===== config.mk =====
export PLATFORM = sky130hd
export DESIGN_NAME = rx_lane_channel_bonding
export DESIGN_NICKNAME = d
export VERILOG_FILES = /design/src/bond_pkg.sv /design/src/bond_seq_match.sv /design/src/rx_lane_channel_bonding.sv
export SDC_FILE = /design/constraint.sdc
export NUM_CORES = 1
export LEC_CHECK = 0
export ABC_AREA = 1
export ABC_CLOCK_PERIOD_IN_PS = 4320
export BUFFER_PORTS_ARGS = -buffer_cell sky130_fd_sc_hd__buf_2
export CAP_MARGIN = 20
export CORE_ASPECT_RATIO = 1.2
export CORE_MARGIN = 2
export CORE_UTILIZATION = 58
export DETAILED_ROUTE_END_ITERATION = 10
export MAX_ROUTING_LAYER = met4
export PLACE_DENSITY = 0.95
export SYNTH_ARGS = -nofsm -noshare
export SYNTH_HDL_FRONTEND = slang
export SYNTH_SLANG_ARGS = --single-unit
export TNS_END_PERCENT = 5

===== constraint.sdc =====
create_clock -name clk_i -period 4.32 [get_ports clk_i]
set_clock_uncertainty 0.05 [all_clocks]
set_input_delay 0 -clock clk_i [delete_from_list [all_inputs] [get_ports clk_i]]
set_output_delay 0 -clock clk_i [all_outputs]
set_load 0.1 [all_outputs]

===== src/bond_pkg.sv =====
// Shared constants, configuration and bus layouts for the lane bonding logic.
// Assumes one receive user clock; all configuration is static per link.
// Functional notes
// (RL1) Alignment only moves elastic buffer pointers; data is never altered.
// (RL2) Elastic buffer must stay in use whenever bonding is used.
// (RL3) Exactly one master per bonded group; any number of followers.
// (RL4) Master select high on master, follower select high on followers.
// (RL5) Master and follower select are never both high on one lane.
// (RL6) Master control output reaches every follower, directly or chained.
// (RL7) Only lanes of one physical column are bonded together.
// (RL8) Follower control output is a pipeline stage; 3-bit level sets delay.
// (RL9) Level assignment: master 7, each follower one below its driver.
// (RL10) Then subtract lowest follower level from all lanes.
// (RL11) With 4-byte internal width, master level must not exceed 3.
// (RL12) Control buses live in the receive user clock domain.
// (RL13) No limit on lanes sharing one chain level.
// (RL14) Match sequence one; length picks subsequences, values supply them.
// (RL15) Sequence two also triggers when its option is on.
// (RL16) Compared bits depend on data width and decoded or raw source.
// (RL17) Disparity bit 9 ignored unless disparity matching is on.
// (RL18) Masked-off subsequence always counts as matched.
// (RL19) Master delays its bonding command after detecting a sequence.
// (RL20) That delay equals the programmed skew wait in user clock cycles.
// (RL21) Skew wait lies 1..14 and below half the sequence spacing.
// (RL22) Simultaneous events: correction wins if priority set, else bonding.
// (RL23) Bonding acts only while the bonding enable input is high.
// (RL24) Follower moves read pointer so its sequence reads with the master's.
package bond_pkg;
  localparam int PTR_W = 6;
  localparam int SUB_W = 10;
  localparam int SEQ_N = 4;
  localparam int LVL_W = 3;
  localparam int SKEW_W = 4;
  localparam int CTRL_W = 5;
  localparam int CTRL_BOND = 0;
  localparam int CTRL_CC = 1;
  localparam int CTRL_SKIP = 2;
  localparam int DISP_BIT = 9;
  localparam logic [SKEW_W-1:0] SKEW_MIN = 4'h1;
  localparam logic [SKEW_W-1:0] SKEW_MAX = 4'hE;
  localparam logic [LVL_W-1:0] LVL_MAX_4B = 3'h3;
  localparam logic [SUB_W-1:0] MASK_DECODED = 10'h1FF;
  localparam logic [SUB_W-1:0] MASK_RAW_10B = 10'h3FF;
  localparam logic [SUB_W-1:0] MASK_RAW_8B = 10'h0FF;
  localparam logic [PTR_W-1:0] PTR_ONE = 6'h01;
  localparam logic [PTR_W-1:0] PTR_TWO = 6'h02;

  typedef logic [SEQ_N-1:0][SUB_W-1:0] bond_seq_t;

  typedef struct packed {
    logic [2:0] bond_sequence_length;
    bond_seq_t bond_sequence_one_values;
    bond_seq_t bond_sequence_two_values;
    logic [SEQ_N-1:0] bond_sequence_one_mask;
    logic [SEQ_N-1:0] bond_sequence_two_mask;
    logic bond_sequence_two_active;
    logic bond_data_source_select;
    logic rx_width_10b;
    logic disparity_error_match_on;
    logic [SKEW_W-1:0] bond_skew_wait;
    logic correction_over_bonding_priority;
    logic rx_internal_width_sel;
  } bond_cfg_t;

  typedef struct packed {
    logic req;
    logic skip;
  } cc_evt_t;

  // Bits of a subsequence that take part in a compare
  function automatic logic [SUB_W-1:0] active_bits(input bond_cfg_t c);
    logic [SUB_W-1:0] m;
    m = c.bond_data_source_select ? MASK_DECODED :
        (c.rx_width_10b ? MASK_RAW_10B : MASK_RAW_8B);
    if (c.disparity_error_match_on)
      m[DISP_BIT] = m[DISP_BIT] | c.bond_data_source_select;
    else
      m[DISP_BIT] = 1'b0;
    return m;
  endfunction
endpackage


===== src/bond_seq_match.sv =====
// Bonding sequence detector over the incoming symbol stream.
// Assumes one symbol per valid cycle from the receive user clock domain.
`timescale 1ns/1ns
module bond_seq_match (
  input wire logic clk_i,
  input wire logic nrst_i,
  input wire logic [bond_pkg::SUB_W-1:0] sym_i,
  input wire logic sym_valid_i,
  input wire bond_pkg::bond_cfg_t cfg_i,
  output logic hit_o
);
  import bond_pkg::*;

  typedef struct packed {
    bond_seq_t hist;
    logic hit;
  } match_st_t;

  match_st_t st_reg;
  match_st_t st_next;

  // Oldest symbol of the window pairs with subsequence one
  function automatic logic seq_hit(input bond_seq_t h, input bond_seq_t v,
                                   input logic [SEQ_N-1:0] en,
                                   input bond_cfg_t c);
    logic ok;
    logic [SUB_W-1:0] am;
    int n;
    ok = 1'b1;
    am = active_bits(c); // RL16 RL17
    n = int'(c.bond_sequence_length);
    for (int k = 0; k < SEQ_N; k++) begin
      if (k < n && en[k]) begin // RL18
        if (((h[n-1-k] ^ v[k]) & am) != '0)
          ok = 1'b0;
      end
    end
    return ok;
  endfunction

  always_comb begin
    logic h1;
    logic h2;
    h1 = 1'b0;
    h2 = 1'b0;
    st_next = st_reg;
    st_next.hit = 1'b0;
    if (sym_valid_i) begin
      st_next.hist = {st_reg.hist[SEQ_N-2:0], sym_i};
      h1 = seq_hit(st_next.hist, cfg_i.bond_sequence_one_values,
                   cfg_i.bond_sequence_one_mask, cfg_i); // RL14
      h2 = cfg_i.bond_sequence_two_active &&
           seq_hit(st_next.hist, cfg_i.bond_sequence_two_values,
                   cfg_i.bond_sequence_two_mask, cfg_i); // RL15
      st_next.hit = h1 | h2;
    end
  end

  always_ff @(posedge clk_i or negedge nrst_i) begin
    if (!nrst_i) begin
      st_reg <= '0;
    end else begin
      st_reg <= st_next;
    end
  end

  assign hit_o = st_reg.hit;
endmodule


===== src/rx_lane_channel_bonding.sv =====
// Receive lane bonding: sequence detect, skew wait, chained control bus and
// read pointer steering of the lane elastic buffer.
// Assumes the buffer itself sits outside; all ports share clk_i.
`timescale 1ns/1ns
module rx_lane_channel_bonding (
  input wire logic clk_i,
  input wire logic nrst_i,
  input wire bond_pkg::bond_cfg_t cfg_i,
  input wire logic bond_master_select_i,
  input wire logic bond_follower_select_i,
  input wire logic bond_enable_in_i,
  input wire logic [bond_pkg::LVL_W-1:0] bond_pipeline_level_i,
  input wire logic [bond_pkg::CTRL_W-1:0] bond_ctrl_in_i,
  input wire logic [bond_pkg::SUB_W-1:0] rx_sym_i,
  input wire logic rx_sym_valid_i,
  input wire logic [bond_pkg::PTR_W-1:0] wr_ptr_i,
  input wire logic rd_en_i,
  input wire bond_pkg::cc_evt_t cc_evt_i,
  output logic [bond_pkg::CTRL_W-1:0] bond_ctrl_out_o,
  output logic [bond_pkg::PTR_W-1:0] rd_ptr_o,
  output logic bond_done_o,
  output logic bond_wait_o,
  output logic cfg_err_o
);
  import bond_pkg::*;

  typedef struct packed {
    logic [PTR_W-1:0] wr_ptr_q;
    logic [PTR_W-1:0] seq_ptr;
    logic seq_seen;
    logic waiting;
    logic [SKEW_W-1:0] wait_cnt;
    logic act_pend;
    logic [LVL_W-1:0] act_cnt;
    logic bond_hold;
    cc_evt_t cc_hold;
    logic [CTRL_W-1:0] ctrl_out;
    logic [PTR_W-1:0] rd_ptr;
    logic done;
    logic cfg_err;
  } bond_st_t;

  bond_st_t st_reg;
  bond_st_t st_next;
  logic seq_hit;

  bond_seq_match u_match (
    .clk_i(clk_i),
    .nrst_i(nrst_i),
    .sym_i(rx_sym_i),
    .sym_valid_i(rx_sym_valid_i),
    .cfg_i(cfg_i),
    .hit_o(seq_hit)
  );

  // Read pointer after one cycle, with a correction event folded in
  function automatic logic [PTR_W-1:0] ptr_step(input logic [PTR_W-1:0] p,
                                                input logic en,
                                                input cc_evt_t cc);
    logic [PTR_W-1:0] r;
    r = p;
    if (en) begin
      if (cc.req)
        r = cc.skip ? p + PTR_TWO : p;
      else
        r = p + PTR_ONE;
    end
    return r;
  endfunction

  always_comb begin
    logic is_master;
    logic is_follower;
    logic active;
    logic issue;
    logic trig;
    logic fire;
    logic bond_now;
    cc_evt_t cc_now;
    cc_evt_t cc_src;
    logic [PTR_W-1:0] first_ptr;

    is_master = 1'b0;
    is_follower = 1'b0;
    active = 1'b0;
    bond_now = 1'b0;
    cc_now = '0;
    first_ptr = '0;
    st_next = st_reg;
    issue = 1'b0;
    trig = 1'b0;
    fire = 1'b0;
    cc_src = '0;

    // Both selects high is illegal; the lane then stays passive
    is_master = bond_master_select_i & ~bond_follower_select_i;
    is_follower = bond_follower_select_i & ~bond_master_select_i;
    active = bond_enable_in_i & (is_master | is_follower); // RL23

    st_next.cfg_err = (bond_master_select_i & bond_follower_select_i) |
                      (is_master & cfg_i.rx_internal_width_sel &
                       (bond_pipeline_level_i > LVL_MAX_4B)) |
                      (is_master & ((cfg_i.bond_skew_wait < SKEW_MIN) |
                       (cfg_i.bond_skew_wait > SKEW_MAX)));

    // Write pointer is delayed to line up with the registered hit
    st_next.wr_ptr_q = wr_ptr_i;
    first_ptr = st_reg.wr_ptr_q -
                (PTR_W'(cfg_i.bond_sequence_length) - PTR_ONE);

    // Every active lane remembers where its own latest sequence starts
    if (seq_hit && active) begin
      st_next.seq_ptr = first_ptr;
      st_next.seq_seen = 1'b1;
    end

    // Master: hold back the command for the skew wait
    if (is_master && active) begin
      if (st_reg.waiting) begin
        if (st_reg.wait_cnt <= SKEW_MIN) begin // RL20
          st_next.waiting = 1'b0;
          st_next.wait_cnt = '0;
          issue = 1'b1;
        end else begin
          st_next.wait_cnt = st_reg.wait_cnt - SKEW_MIN;
        end
      end else if (seq_hit) begin
        st_next.waiting = 1'b1; // RL19
        st_next.wait_cnt = cfg_i.bond_skew_wait;
      end
    end else begin
      st_next.waiting = 1'b0;
      st_next.wait_cnt = '0;
    end

    // Control bus: master originates, follower adds one register stage
    if (is_master) begin
      cc_src = cc_evt_i;
      trig = issue;
      st_next.ctrl_out = '0;
      st_next.ctrl_out[CTRL_BOND] = issue & active;
      st_next.ctrl_out[CTRL_CC] = cc_evt_i.req;
      st_next.ctrl_out[CTRL_SKIP] = cc_evt_i.req & cc_evt_i.skip;
    end else if (is_follower) begin
      cc_src.req = bond_ctrl_in_i[CTRL_CC];
      cc_src.skip = bond_ctrl_in_i[CTRL_SKIP];
      trig = bond_ctrl_in_i[CTRL_BOND] & active;
      st_next.ctrl_out = bond_ctrl_in_i; // RL8 RL12
    end else begin
      st_next.ctrl_out = '0;
    end

    // Each lane waits its level, so all lanes act in the same cycle
    if (trig) begin
      if (bond_pipeline_level_i == '0) begin
        fire = 1'b1;
        st_next.act_pend = 1'b0;
      end else begin
        st_next.act_pend = 1'b1; // RL8
        st_next.act_cnt = bond_pipeline_level_i; // RL13
      end
    end else if (st_reg.act_pend) begin
      if (st_reg.act_cnt <= 3'h1) begin
        fire = 1'b1;
        st_next.act_pend = 1'b0;
        st_next.act_cnt = '0;
      end else begin
        st_next.act_cnt = st_reg.act_cnt - 3'h1;
      end
    end
    // Level count delays each lane so its action meets the master's slot

    // Arbitration against clock correction; the loser waits one cycle
    bond_now = (fire & st_reg.seq_seen & active) | st_reg.bond_hold;
    cc_now.req = cc_src.req | st_reg.cc_hold.req;
    cc_now.skip = st_reg.cc_hold.req ? st_reg.cc_hold.skip : cc_src.skip;
    st_next.bond_hold = 1'b0;
    st_next.cc_hold = '0;
    st_next.done = 1'b0;

    if (bond_now && cc_now.req) begin
      if (cfg_i.correction_over_bonding_priority) begin // RL22
        st_next.bond_hold = 1'b1;
        st_next.rd_ptr = ptr_step(st_reg.rd_ptr, rd_en_i, cc_now);
      end else begin
        st_next.cc_hold = cc_now;
        st_next.rd_ptr = st_reg.seq_ptr;
        st_next.done = 1'b1;
      end
    end else if (bond_now) begin
      // Sequence start becomes the next read address
      st_next.rd_ptr = st_reg.seq_ptr; // RL1 RL24
      st_next.done = 1'b1;
    end else begin
      st_next.rd_ptr = ptr_step(st_reg.rd_ptr, rd_en_i, cc_now); // RL1
    end

    if (!active) begin
      st_next.seq_seen = 1'b0;
      st_next.act_pend = 1'b0;
      st_next.bond_hold = 1'b0;
    end
  end

  always_ff @(posedge clk_i or negedge nrst_i) begin
    if (!nrst_i) begin
      st_reg <= '0;
    end else begin
      st_reg <= st_next;
    end
  end

  assign bond_ctrl_out_o = st_reg.ctrl_out;
  assign rd_ptr_o = st_reg.rd_ptr;
  assign bond_done_o = st_reg.done;
  assign bond_wait_o = st_reg.waiting;
  assign cfg_err_o = st_reg.cfg_err;
endmodule


==> reports/metrics.csv, run 1 <==
stage,metric,value,unit
status,status,finished clean,
logic_synthesis,synth_top_area_share,27.8,%
setup_path,end_kind,flop,
timing,rsz0062_at_grt,no,
global_routing,grt_max_degree,66,
setup_path,r2r_cells,15,
global_routing,antenna_found_initial,0,
setup_path,rrSetupSlack,1930,ps
placed_design,dp_cells,1267,
placed_design,place_congestion,0.979,
setup_path,required,4530,ps
logic_synthesis,netlist-cell-type-count,35,
cells_and_area,nNetsFinal,1337,
logic_synthesis,ys_seq_elements,69,
floorplanning,ios,148,
timing,worst_slew_pin_slew,691,ps
logic_synthesis,ys_top_cells_by_area,"dfrtp_1 28%, nand2_1 25%, nand3_1 11%",
global_routing,grt_overflow_total,0,
floorplanning,dieArea,11600,um2
setup_path,worstPathArrival,2840,ps
clocking,htree_levels,3,
worst_hold_path,hp-class,in -> async,
power_and_ir_drop,max-vdd-ir-drop,0.280,mV
setup_path,start_kind,input port,
routing,wl,18700,um
clocking,cts-root-buf,clkbuf_16,
timing,fin_crit_sh,60.8,%
logic_synthesis,synth_ff_type,dfrtp_1,
logic_synthesis,synth_area,6220,um2
routing,drt_iter0_markers,671,
power_and_ir_drop,p_total,2.76,mW
setup_path,worstSetupPathType,in -> reg,
global_routing,grtUsageTotal,33.6,%
logic_synthesis,async_flop_share,100,%
clocking,cts_buffer_depth,2,
placed_design,io_buffers,147,
cells_and_area,drive_gt1_share,14.9,%
floorplanning,die_h,117,um
routing,wire_per_inst,14.2,um
routing,first_pass_iters,7,
clocking,clock-sinks,69,
global_routing,grt_pass1_wl,31200,um
cells_and_area,num_antenna_cells,0,
logic_synthesis,syn_nets,1178,
setup_path,r2r_start,st_reg[20]$_DFFE_PN0P_,
timing,slew_viol_final,0,
power_and_ir_drop,powerDensity,365,nW/um2
cells_and_area,final_common_cell,nand2_1,
routing,drc_errors,0,
cells_and_area,instances_no_fill,1318,
timing,hold_viol,0,
routing,ant_nets,0,
logic_synthesis,ys_warn_count,0,
logic_synthesis,ys_seq_area_share,27.8,%
cells_and_area,final_cell_mix,"415 x nand2_1, 147 x buf_2, 139 x nand3_1, 122 x inv_1, 69 x dfrtp_1",
clocking,cts_resized,0,
setup_path,critical_path.max_fanout,33,
floorplanning,die_x,98.5,um
routing,vias_per_cell,5.50,
clocking,tritoncts,built,
placed_design,dpl.hpwl,13200,um
run,maxCapViolations,0,
logic_synthesis,syn_area_per_cell,6.06,um2
logic_synthesis,synth_edf_count,0,
setup_path,r2r-end,rd_ptr_o[3]$_DFF_PN0_,
logic_synthesis,yosys.area.top_type,dfrtp_1,
timing,max_clock_freq,0.381,GHz
floorplanning,start_util,59.4,%
global_routing,grt_pass1_vias,7035,
floorplanning,core_area,10500,um2
cells_and_area,largest_reg_flops,30,
floorplanning,rows,41,
routing,num_vias,7243,
cells_and_area,synthToLayoutAreaGrowth,21.6,%
timing,tns,0,ps
clocking,clock_latency,340,ps
clocking,cts_buffers,9,
clocking,clkTransAtPathRegs,50,ps
clocking,cts_setup_buffers,0,
logic_synthesis,synthesis.instances,1026,
timing,relSlewSlack,53.9,%
power_and_ir_drop,leakagePower,4.27,nW
timing,fin_crit,2630,ps
timing,setup_viol,0,
==> cell families (layout without fill, tap and decap cells) <==
kind of cell	count (synthesis)	in the layout	share of synthesized area [%]
AOI/OAI and AO/OA	93	93	8.19
xor gates and xnor gates	22	22	3.10
adders and majority gates	18	18	3.74
buffers and inverters	166	329	11.8
DFF	69	69	27.8
and+or+nand+nor	658	658	45.4
==> per-stage QoR <==
step / util, % / area [um2] / setup WS [ps] / hold WS [ps]
2_1_floorplan: - / 6220 / 2170 / -346
3_3_place_gp: 65.8 / 6890 / 1470 / -72.1
3_5_place_dp: 65.8 / 6890 / 1430 / -71.7
4_1_cts: 72.3 / 7560 / 1750 / 88.0
5_1_grt: 72.3 / 7560 / 1330 / 140
6_report: 72.3 / 7560 / 1690 / 100
==> synth_stat cells (6+ instances only) <==
cell and number:
nand3_1 139, inv_1 122, clkbuf_1 6, buf_2 12, ha_1 17, o21ai_1 6
o21ai_0 59, dfrtp_1 69, nand2_1 415, nand3b_1 37, nor2_1 53, a21oi_1 11
buf_4 16, nand4_1 6, xor2_1 18
==> where the power goes <==
part           switching, mW  leakage, nW  internal, mW
logic                  0.765         3.24         0.361
clock network          0.275        0.158         0.514
registers             0.0935        0.873         0.749
==> worst max path at each step <==
| stage | slack (ps) | end | start |
|---|---|---|---|
| 6_report | 1690 | u_match.hit_o$_DFF_PN0_ | cfg_i[99] |
| 5_1_grt | 1330 | u_match.hit_o$_DFF_PN0_ | cfg_i[99] |
| 4_1_cts | 1750 | u_match.hit_o$_DFF_PN0_ | cfg_i[99] |
| 3_5_place_dp | 1430 | u_match.hit_o$_DFF_PN0_ | cfg_i[99] |
| 3_3_place_gp | 1470 | u_match.hit_o$_DFF_PN0_ | cfg_i[99] |
| 2_1_floorplan | 2170 | rd_ptr_o[0]$_DFF_PN0_ | bond_wait_o$_DFF_PN0_ |
==> what timing repair did <==
action / CTS / global route
hold buffers: 36 / 0
hold endpoints to repair: 54 / 0
setup endpoints to repair: 0 / 0
==> worst max-delay path, cell delays in order <==
cell     delay (ps)
buf_2           100
inv_1            60
ha_1            470
buf_4           280
inv_2           310
nand2_1         120
nand2_2         470
nand2_1         190
nand3_1         130
nand4_1         100
nor2_1          160
nand3_1         120
nand2_1          80
nand2_1          50
nor2_1           80
nor2_1           50
nor2_1           80
==> final cells by class <==
cell class,count,area (um2)
sequential,69,1730
multi-input combinational,791,3760
inverter,127,477
timing repair buffer,187,1130
clock inverter,5,75.1
clock buffer,10,239
fill,861,2900
tap,129,161
==> routing by layer <==
metal	global-route usage [%]	vias to the layer above	share of wire, %
met5	-	-	0
met4	14.8	0	4.1
met3	5.01	77	7.1
met2	56.2	348	49
met1	39.9	3252	40
li1	-	3566	-
No activity file was read; power rests on OpenSTA's default activity.
==> run 2, diff against run 1 <==
--- a/config.mk
+++ b/config.mk
@@ -5,16 +5,16 @@
 export SDC_FILE = /design/constraint.sdc
 export NUM_CORES = 1
 export LEC_CHECK = 0
-export ABC_AREA = 1
-export ABC_CLOCK_PERIOD_IN_PS = 4320
+export ABC_AREA = 0
+export ABC_CLOCK_PERIOD_IN_PS = 2600
 export BUFFER_PORTS_ARGS = -buffer_cell sky130_fd_sc_hd__buf_2
 export CAP_MARGIN = 20
 export CORE_ASPECT_RATIO = 1.2
 export CORE_MARGIN = 2
-export CORE_UTILIZATION = 58
+export CORE_UTILIZATION = 54
 export DETAILED_ROUTE_END_ITERATION = 10
 export MAX_ROUTING_LAYER = met4
-export PLACE_DENSITY = 0.95
+export PLACE_DENSITY = 0.92
 export SYNTH_ARGS = -nofsm -noshare
 export SYNTH_HDL_FRONTEND = slang
 export SYNTH_SLANG_ARGS = --single-unit
==> constraint.sdc (replaced) <==
create_clock -name clk_i -period 2.6 [get_ports clk_i]
set_clock_uncertainty 0.05 [all_clocks]
set_input_delay 0 -clock clk_i [delete_from_list [all_inputs] [get_ports clk_i]]
set_output_delay 0 -clock clk_i [all_outputs]
set_load 0.1 [all_outputs]
==> reports/metrics.csv, run 2 <==
stage,metric,value,unit,change
clocking,clock-sinks,69,,unchanged
floorplanning,start_util,55.6,%,was 59.4%
worst_hold_path,hp-class,in -> async,,unchanged
power_and_ir_drop,leakagePower,3.07,nW,was 4.27 nW
setup_path,worstPathArrival,2640,ps,was 2840 ps
placed_design,placed_cell_area,6090,um2,was 6890 um2
logic_synthesis,synth_most_common_cell,xor2_1,,was nand2_1
logic_synthesis,yosys-top-cells-count,"80 x xor2_1, 69 x dfrtp_1, 39 x mux4_2, 37 x mux2_2, 21 x nand2_1",,"was 415 x nand2_1, 139 x nand3_1, 122 x inv_1, 69 x dfrtp_1, 59 x o21ai_0"
power_and_ir_drop,max-vdd-ir-drop,0.369,mV,was 0.280 mV
clocking,cts_buffer_depth,2,,unchanged
global_routing,antenna_found_initial,0,,unchanged
status,status,finished clean,,unchanged
floorplanning,die_x,94.4,um,was 98.5 um
cells_and_area,largest_reg_flops,30,,unchanged
timing,max_clock_freq,0.403,GHz,
logic_synthesis,syn_nets,606,,was 1178
logic_synthesis,synth_area,5290,um2,was 6220 um2
logic_synthesis,synth_edf_count,0,,unchanged
logic_synthesis,async_flop_share,100,%,unchanged
logic_synthesis,synth_top_family_by_area,multiplexers,,was simple AND/OR/NAND/NOR gates
routing,wl,15800,um,was 18700 um
logic_synthesis,synth_compound_area_share,8.59,%,was 8.19%
setup_path,start_kind,input port,,unchanged
clocking,cts_setup_buffers,0,,unchanged
clocking,cts_buffers,9,,unchanged
logic_synthesis,yosys.area.top_type,dfrtp_1,,unchanged
setup_path,required,2760,ps,was 4530 ps
logic_synthesis,synth-xor-area-share,14.6,%,was 3.10%
run,maxCapViolations,0,,unchanged
timing,setup_viol,0,,unchanged
floorplanning,ios,148,,unchanged
setup_path,crit_path_cell_trace,dlygate4sd3_1 -> buf_2 -> inv_1 -> ha_2 -> nand3b_1 -> nand4bb_2 -> a21o_1 -> a21oi_1 -> nor2_1 -> nor4b_1,,was buf_2 -> inv_1 -> ha_1 -> buf_4 -> inv_2 -> nand2_1 -> nand2_2 -> nand2_1 -> nand3_1 -> nand4_1 -> nor2_1 -> nand3_1 -> nand2_1 -> nand2_1 -> nor2_1 -> nor2_1 -> nor2_1
setup_path,crit_family,simple AND/OR/NAND/NOR gates,,unchanged
floorplanning,die_h,112,um,was 117 um
setup_path,slowest_stage,dlygate4sd3_1,,was ha_1
clocking,tritoncts,built,,unchanged
cells_and_area,num_antenna_cells,0,,unchanged
floorplanning,core_area,9520,um2,was 10500 um2
logic_synthesis,synthAdderAreaFrac,4.40,%,was 3.74%
cells_and_area,synthToLayoutAreaGrowth,28.7,%,was 21.6%
clocking,clock_latency,330,ps,was 340 ps
logic_synthesis,netlist-cell-type-count,53,,was 35
timing,slew_viol_final,0,,unchanged
logic_synthesis,synth_ff_type,dfrtp_1,,unchanged
logic_synthesis,ys_seq_elements,69,,unchanged
routing,wire_per_inst,20.8,um,was 14.2 um
cells_and_area,drive_gt1_share,41.3,%,was 14.9%
cells_and_area,final_common_cell,buf_2,,was nand2_1
logic_synthesis,yosys.area_share.simple,9.08,%,was 45.4%
setup_path,worstSetupPathType,in -> reg,,unchanged
global_routing,grt_overflow_total,0,,unchanged
timing,hold_viol,0,,unchanged
global_routing,grt_pass1_vias,4862,,was 7035
cells_and_area,final_cell_mix,"147 x buf_2, 80 x xor2_1, 69 x dfrtp_1, 39 x mux4_2, 37 x mux2_2",,"was 415 x nand2_1, 147 x buf_2, 139 x nand3_1, 122 x inv_1, 69 x dfrtp_1"
routing,drt_iter0_markers,316,,was 671
routing,vias_per_cell,6.12,,was 5.50
global_routing,grtUsageTotal,31.2,%,was 33.6%
setup_path,worst-path-buf-inv,3,,was 4
timing,setup_ws,117,ps,was 1690 ps
logic_synthesis,muxShareOfSynthArea,25.7,%,was 0%
clocking,clkTransAtPathRegs,60,ps,was 50 ps
global_routing,grt_pass1_wl,24300,um,was 31200 um
routing,num_vias,4638,,was 7243
power_and_ir_drop,powerDensity,679,nW/um2,was 365 nW/um2
timing,worst_slew_pin_slew,689,ps,was 691 ps
timing,fin_crit,2480,ps,
clocking,htree_levels,3,,unchanged
cells_and_area,post-route-cell-area,6810,um2,was 7560 um2
setup_path,critical-path-max-stage-delay,540,ps,was 470 ps
logic_synthesis,syn_area_per_cell,11.7,um2,was 6.06 um2
placed_design,place_congestion,0.890,,was 0.979
logic_synthesis,ys_warn_count,0,,unchanged
logic_synthesis,ys_seq_area_share,32.6,%,was 27.8%
routing,drc_errors,0,,unchanged
logic_synthesis,synthesis.instances,454,,was 1026
setup_path,end_kind,flop,,unchanged
logic_synthesis,synth_top_area_share,32.6,%,was 27.8%
setup_path,critical_path.max_fanout,9,,was 33
global_routing,grt_max_degree,45,,was 66
placed_design,dpl.hpwl,11300,um,was 13200 um
routing,first_pass_iters,5,,was 7
logic_synthesis,ys_top_cells_by_area,"dfrtp_1 33%, mux4_2 17%, xor2_1 13%",,"was dfrtp_1 28%, nand2_1 25%, nand3_1 11%"
timing,relSlewSlack,53.9,%,about the same
timing,fin_crit_sh,95.5,%,
clocking,cts-root-buf,clkbuf_16,,unchanged
placed_design,io_buffers,147,,unchanged
placed_design,pre_cts_slack,89.6,ps,was 1430 ps
cells_and_area,nNetsFinal,782,,was 1337
routing,ant_nets,0,,unchanged
floorplanning,rows,39,,was 41
floorplanning,dieArea,10600,um2,was 11600 um2
==> run 2: changes by cell type in the layout (fill, tap and decap cells not counted), sizes merged, moves of 16 or more <==
cell,before,now
nand2,418,21
mux2,0,37
nand3,139,6
xor2,18,80
o21ai,65,12
nand3b,37,3
nor2,54,17
mux4,0,40
nor4,0,16
inv,127,15
==> run 2: kinds of logic after synthesis <==
group           after synthesis
buf+inv                      43
flops                        69
xor+xnor                     88
mux                          81
simple gates                 90
fa+ha+maj                    18
compound gates               65
==> run 2: area by class of cell <==
cell class                      count  area, um2
Sequential cell                    69       1730
Timing Repair Buffer              193       1220
Multi-Input combinational cell    342       3330
Tap cell                          123        154
Clock buffer                       10        239
Inverter                           15       56.3
Clock inverter                      6       86.3
Fill cell                         657       2710
==> run 2: report_power, final <==
part | internal (mW) | switching (mW)
logic | 0.769 | 1.05
clock network | 0.863 | 0.465
registers | 1.26 | 0.216
==> run 2: worst paths after layout <==
kind | startpoint | end | slack (ps) | cells past startpoint
min reg2reg | st_reg[28]$_DFFE_PN0P_ | st_reg[28]$_DFFE_PN0P_ | 430 | 2
min | nrst_i | st_reg[17]$_DFFE_PN0P_ | 20 | 2
max | bond_follower_select_i | st_reg[13]$_DFF_PN0_ | 120 | 10
max reg2reg | u_match.st_reg[3]$_DFFE_PN0P_ | u_match.hit_o$_DFF_PN0_ | 300 | 6
max in group asynchronous | nrst_i | st_reg[31]$_DFFE_PN0P_ | 1910 | 3
min in group clk_i | cfg_i[100] | u_match.hit_o$_DFF_PN0_ | 30 | 3
==> run 2: repair_timing <==
action / CTS / global route
gates resized for setup: 0 / 5
endpoints found under the hold margin: 73 / 0
setup endpoints to repair: 0 / 10
hold buffers: 35 / 0
==> run 2: routing by layer <==
metal | global-route usage, % | part of all wire (%)
met4 | 14.4 | 4.5
met3 | 6.24 | 9.2
met5 | - | 0
met1 | 36.1 | 35
met2 | 52.1 | 52
==> run 2: per-stage QoR <==
step | total power [mW] | hold WS (ps) | setup TNS, ps | util, % | std cells
after CTS | 4.60 | 18.9 | 0 | 71.1 | 757
after detailed placement | 3.21 | 64.2 | 0 | 64.0 | 706
after floorplan | 2.80 | -346 | 0 | - | 454
final | 4.62 | 21.9 | 0 | 71.5 | 758
after global placement | 3.15 | 65.6 | 0 | 64.0 | 706
after global routing | 4.82 | 25.2 | -20.9 | 71.5 | 758
==> run 3, diff against run 2 <==
--- a/config.mk
+++ b/config.mk
@@ -8,9 +8,8 @@
 export ABC_AREA = 0
 export ABC_CLOCK_PERIOD_IN_PS = 2600
 export BUFFER_PORTS_ARGS = -buffer_cell sky130_fd_sc_hd__buf_2
-export CAP_MARGIN = 20
 export CORE_ASPECT_RATIO = 1.2
-export CORE_MARGIN = 2
+export CORE_MARGIN = 1.5
 export CORE_UTILIZATION = 54
 export DETAILED_ROUTE_END_ITERATION = 10
 export MAX_ROUTING_LAYER = met4
==> reports/metrics.csv, run 3 (synthesis gave the netlist of run 2 again) <==
stage,metric,value,unit,change
timing,slew_viol_final,0,,unchanged
routing,ant_nets,0,,unchanged
floorplanning,die_x,93.4,um,was 94.4 um
power_and_ir_drop,leakagePower,3.05,nW,was 3.07 nW
floorplanning,core_area,9520,um2,unchanged
clocking,tritoncts,built,,unchanged
timing,rsz0062_at_grt,no,,
cells_and_area,final_common_cell,buf_2,,unchanged
setup_path,worstSetupPathType,in -> reg,,unchanged
clocking,clock_latency,340,ps,was 330 ps
cells_and_area,final_cell_mix,"147 x buf_2, 80 x xor2_1, 69 x dfrtp_1, 39 x mux4_2, 37 x mux2_2",,unchanged
placed_design,dpl.hpwl,11200,um,was 11300 um
routing,vias_per_cell,5.98,,was 6.12
setup_path,required,2760,ps,about the same
cells_and_area,nNetsFinal,781,,was 782
setup_path,worst-path-buf-inv,3,,unchanged
placed_design,place_congestion,0.968,,was 0.890
floorplanning,rows,39,,unchanged
clocking,cts-root-buf,clkbuf_16,,unchanged
timing,worst_slew_pin_slew,800,ps,was 689 ps
timing,max_clock_freq,0.410,GHz,was 0.403 GHz
routing,wl,15000,um,was 15800 um
power_and_ir_drop,powerDensity,670,nW/um2,was 679 nW/um2
global_routing,grt_max_degree,42,,was 45
timing,fin_hold_ws,9.39,ps,was 21.9 ps
timing,hold_viol,0,,unchanged
placed_design,io_buffers,147,,unchanged
cells_and_area,synthToLayoutAreaGrowth,27.8,%,was 28.7%
global_routing,grt_overflow_total,0,,unchanged
status,status,finished clean,,unchanged
setup_path,slowest_stage,dlygate4sd3_1,,unchanged
global_routing,grt_pass1_vias,4772,,was 4862
routing,drt_iter0_markers,277,,was 316
power_and_ir_drop,max-vdd-ir-drop,0.490,mV,was 0.369 mV
global_routing,antenna_found_initial,0,,unchanged
setup_path,end_kind,flop,,unchanged
cells_and_area,drive_gt1_share,40.9,%,was 41.3%
setup_path,start_kind,input port,,unchanged
timing,setup_viol,0,,unchanged
clocking,cts_buffers,9,,unchanged
setup_path,crit_family,compound AO/OA/AOI/OAI gates,,was simple AND/OR/NAND/NOR gates
timing,tns,0,ps,unchanged
timing,fin_crit,2440,ps,was 2480 ps
routing,num_vias,4530,,was 4638
routing,wire_per_inst,19.9,um,was 20.8 um
run,maxCapViolations,0,,unchanged
floorplanning,ios,148,,unchanged
setup_path,critical-path-max-stage-delay,530,ps,was 540 ps
global_routing,grtUsageTotal,30.8,%,was 31.2%
cells_and_area,largest_reg_flops,30,,unchanged
clocking,cts_setup_buffers,0,,unchanged
clocking,clkTransAtPathRegs,60,ps,about the same
clocking,cts_buffer_depth,2,,unchanged
timing,relSlewSlack,46.6,%,was 53.9%
routing,drc_errors,0,,unchanged
clocking,clock-sinks,69,,unchanged
setup_path,crit_path_cell_trace,dlygate4sd3_1 -> buf_2 -> inv_1 -> ha_2 -> nand3b_1 -> nand4bb_1 -> a21oi_2 -> mux2i_1 -> o21bai_1 -> a221o_1,,was dlygate4sd3_1 -> buf_2 -> inv_1 -> ha_2 -> nand3b_1 -> nand4bb_2 -> a21o_1 -> a21oi_1 -> nor2_1 -> nor4b_1
floorplanning,die_h,111,um,was 112 um
global_routing,grt_pass1_wl,23600,um,was 24300 um
clocking,htree_levels,3,,unchanged
routing,first_pass_iters,5,,unchanged
worst_hold_path,hp-class,in -> reg,,was in -> async
setup_path,worstPathArrival,2610,ps,was 2640 ps
timing,fin_crit_sh,93.9,%,was 95.5%
setup_path,critical_path.max_fanout,9,,unchanged
floorplanning,dieArea,10400,um2,was 10600 um2
floorplanning,start_util,55.6,%,unchanged
[run 3: through the flow]
stage	cells	total power, mW	utilization (%)	setup WS, ps	instance area, um2
after floorplan	454	2.80	-	34.4	5290
after global placement	707	3.14	64.1	180	6090
after detailed placement	707	3.20	64.1	126	6090
after CTS	756	4.52	70.8	52.2	6740
after global routing	756	4.74	71.0	5.34	6760
final	757	4.53	71.1	159	6760
[run 3: cell type report]
type                       instances  area (um2)
sequential                        69        1730
clock inverter                     4        47.5
multi-input combinational        342        3330
tap                              123         154
timing repair buffer             192        1200
inverter                          15        56.3
fill                             664        2750
clock buffer                      11         253
antenna                            1        2.50
[run 3: repair_timing]
action                                  4_1_cts  5_1_grt
hold buffers                                 34        0
endpoints found under the setup margin        0        9
endpoints found under the hold margin        63        0
gates resized for setup                       0        4
[run 3: final timing paths]
kind                       slack (ps)                             to  cells past startpoint                    from
hold reg to reg                   430         st_reg[29]$_DFFE_PN0P_                      2  st_reg[29]$_DFFE_PN0P_
setup reg to reg                  340         st_reg[18]$_DFFE_PN0P_                      8  st_reg[20]$_DFFE_PN0P_
min in group asynchronous         240         st_reg[20]$_DFFE_PN0P_                      2                  nrst_i
setup / recovery                  160         st_reg[18]$_DFFE_PN0P_                     10  bond_follower_select_i
max in group asynchronous        1580  u_match.st_reg[8]$_DFFE_PN0P_                      3                  nrst_i
hold / removal                      9        u_match.hit_o$_DFF_PN0_                      3               cfg_i[13]
[run 3: power breakdown]
group | leakage (nW) | switching, mW | total [mW] | internal [mW]
clock | 0.147 | 0.482 | 1.27 | 0.786
sequential | 0.854 | 0.220 | 1.48 | 1.26
combinational | 2.05 | 1.02 | 1.78 | 0.763
total | 3.05 | 1.72 | 4.53 | 2.81
[run 3: worst reg2reg max path, cell delays in order, from the launching register on]
cell and delay, ps:
dfrtp_1 410, inv_1 60, ha_1 230, nor2_1 180
nand4bb_1 250, a21oi_2 130, or3b_2 520, nor3b_1 220
a221o_1 140
[run 3: per-layer routing]
layer | up-vias | global-route usage, % | part of all wire (%)
met5 | - | - | 0
met4 | 0 | 9.70 | 2.4
met3 | 26 | 5.81 | 9.1
met2 | 279 | 52.8 | 52
met1 | 2186 | 36.2 | 37
li1 | 2039 | - | -
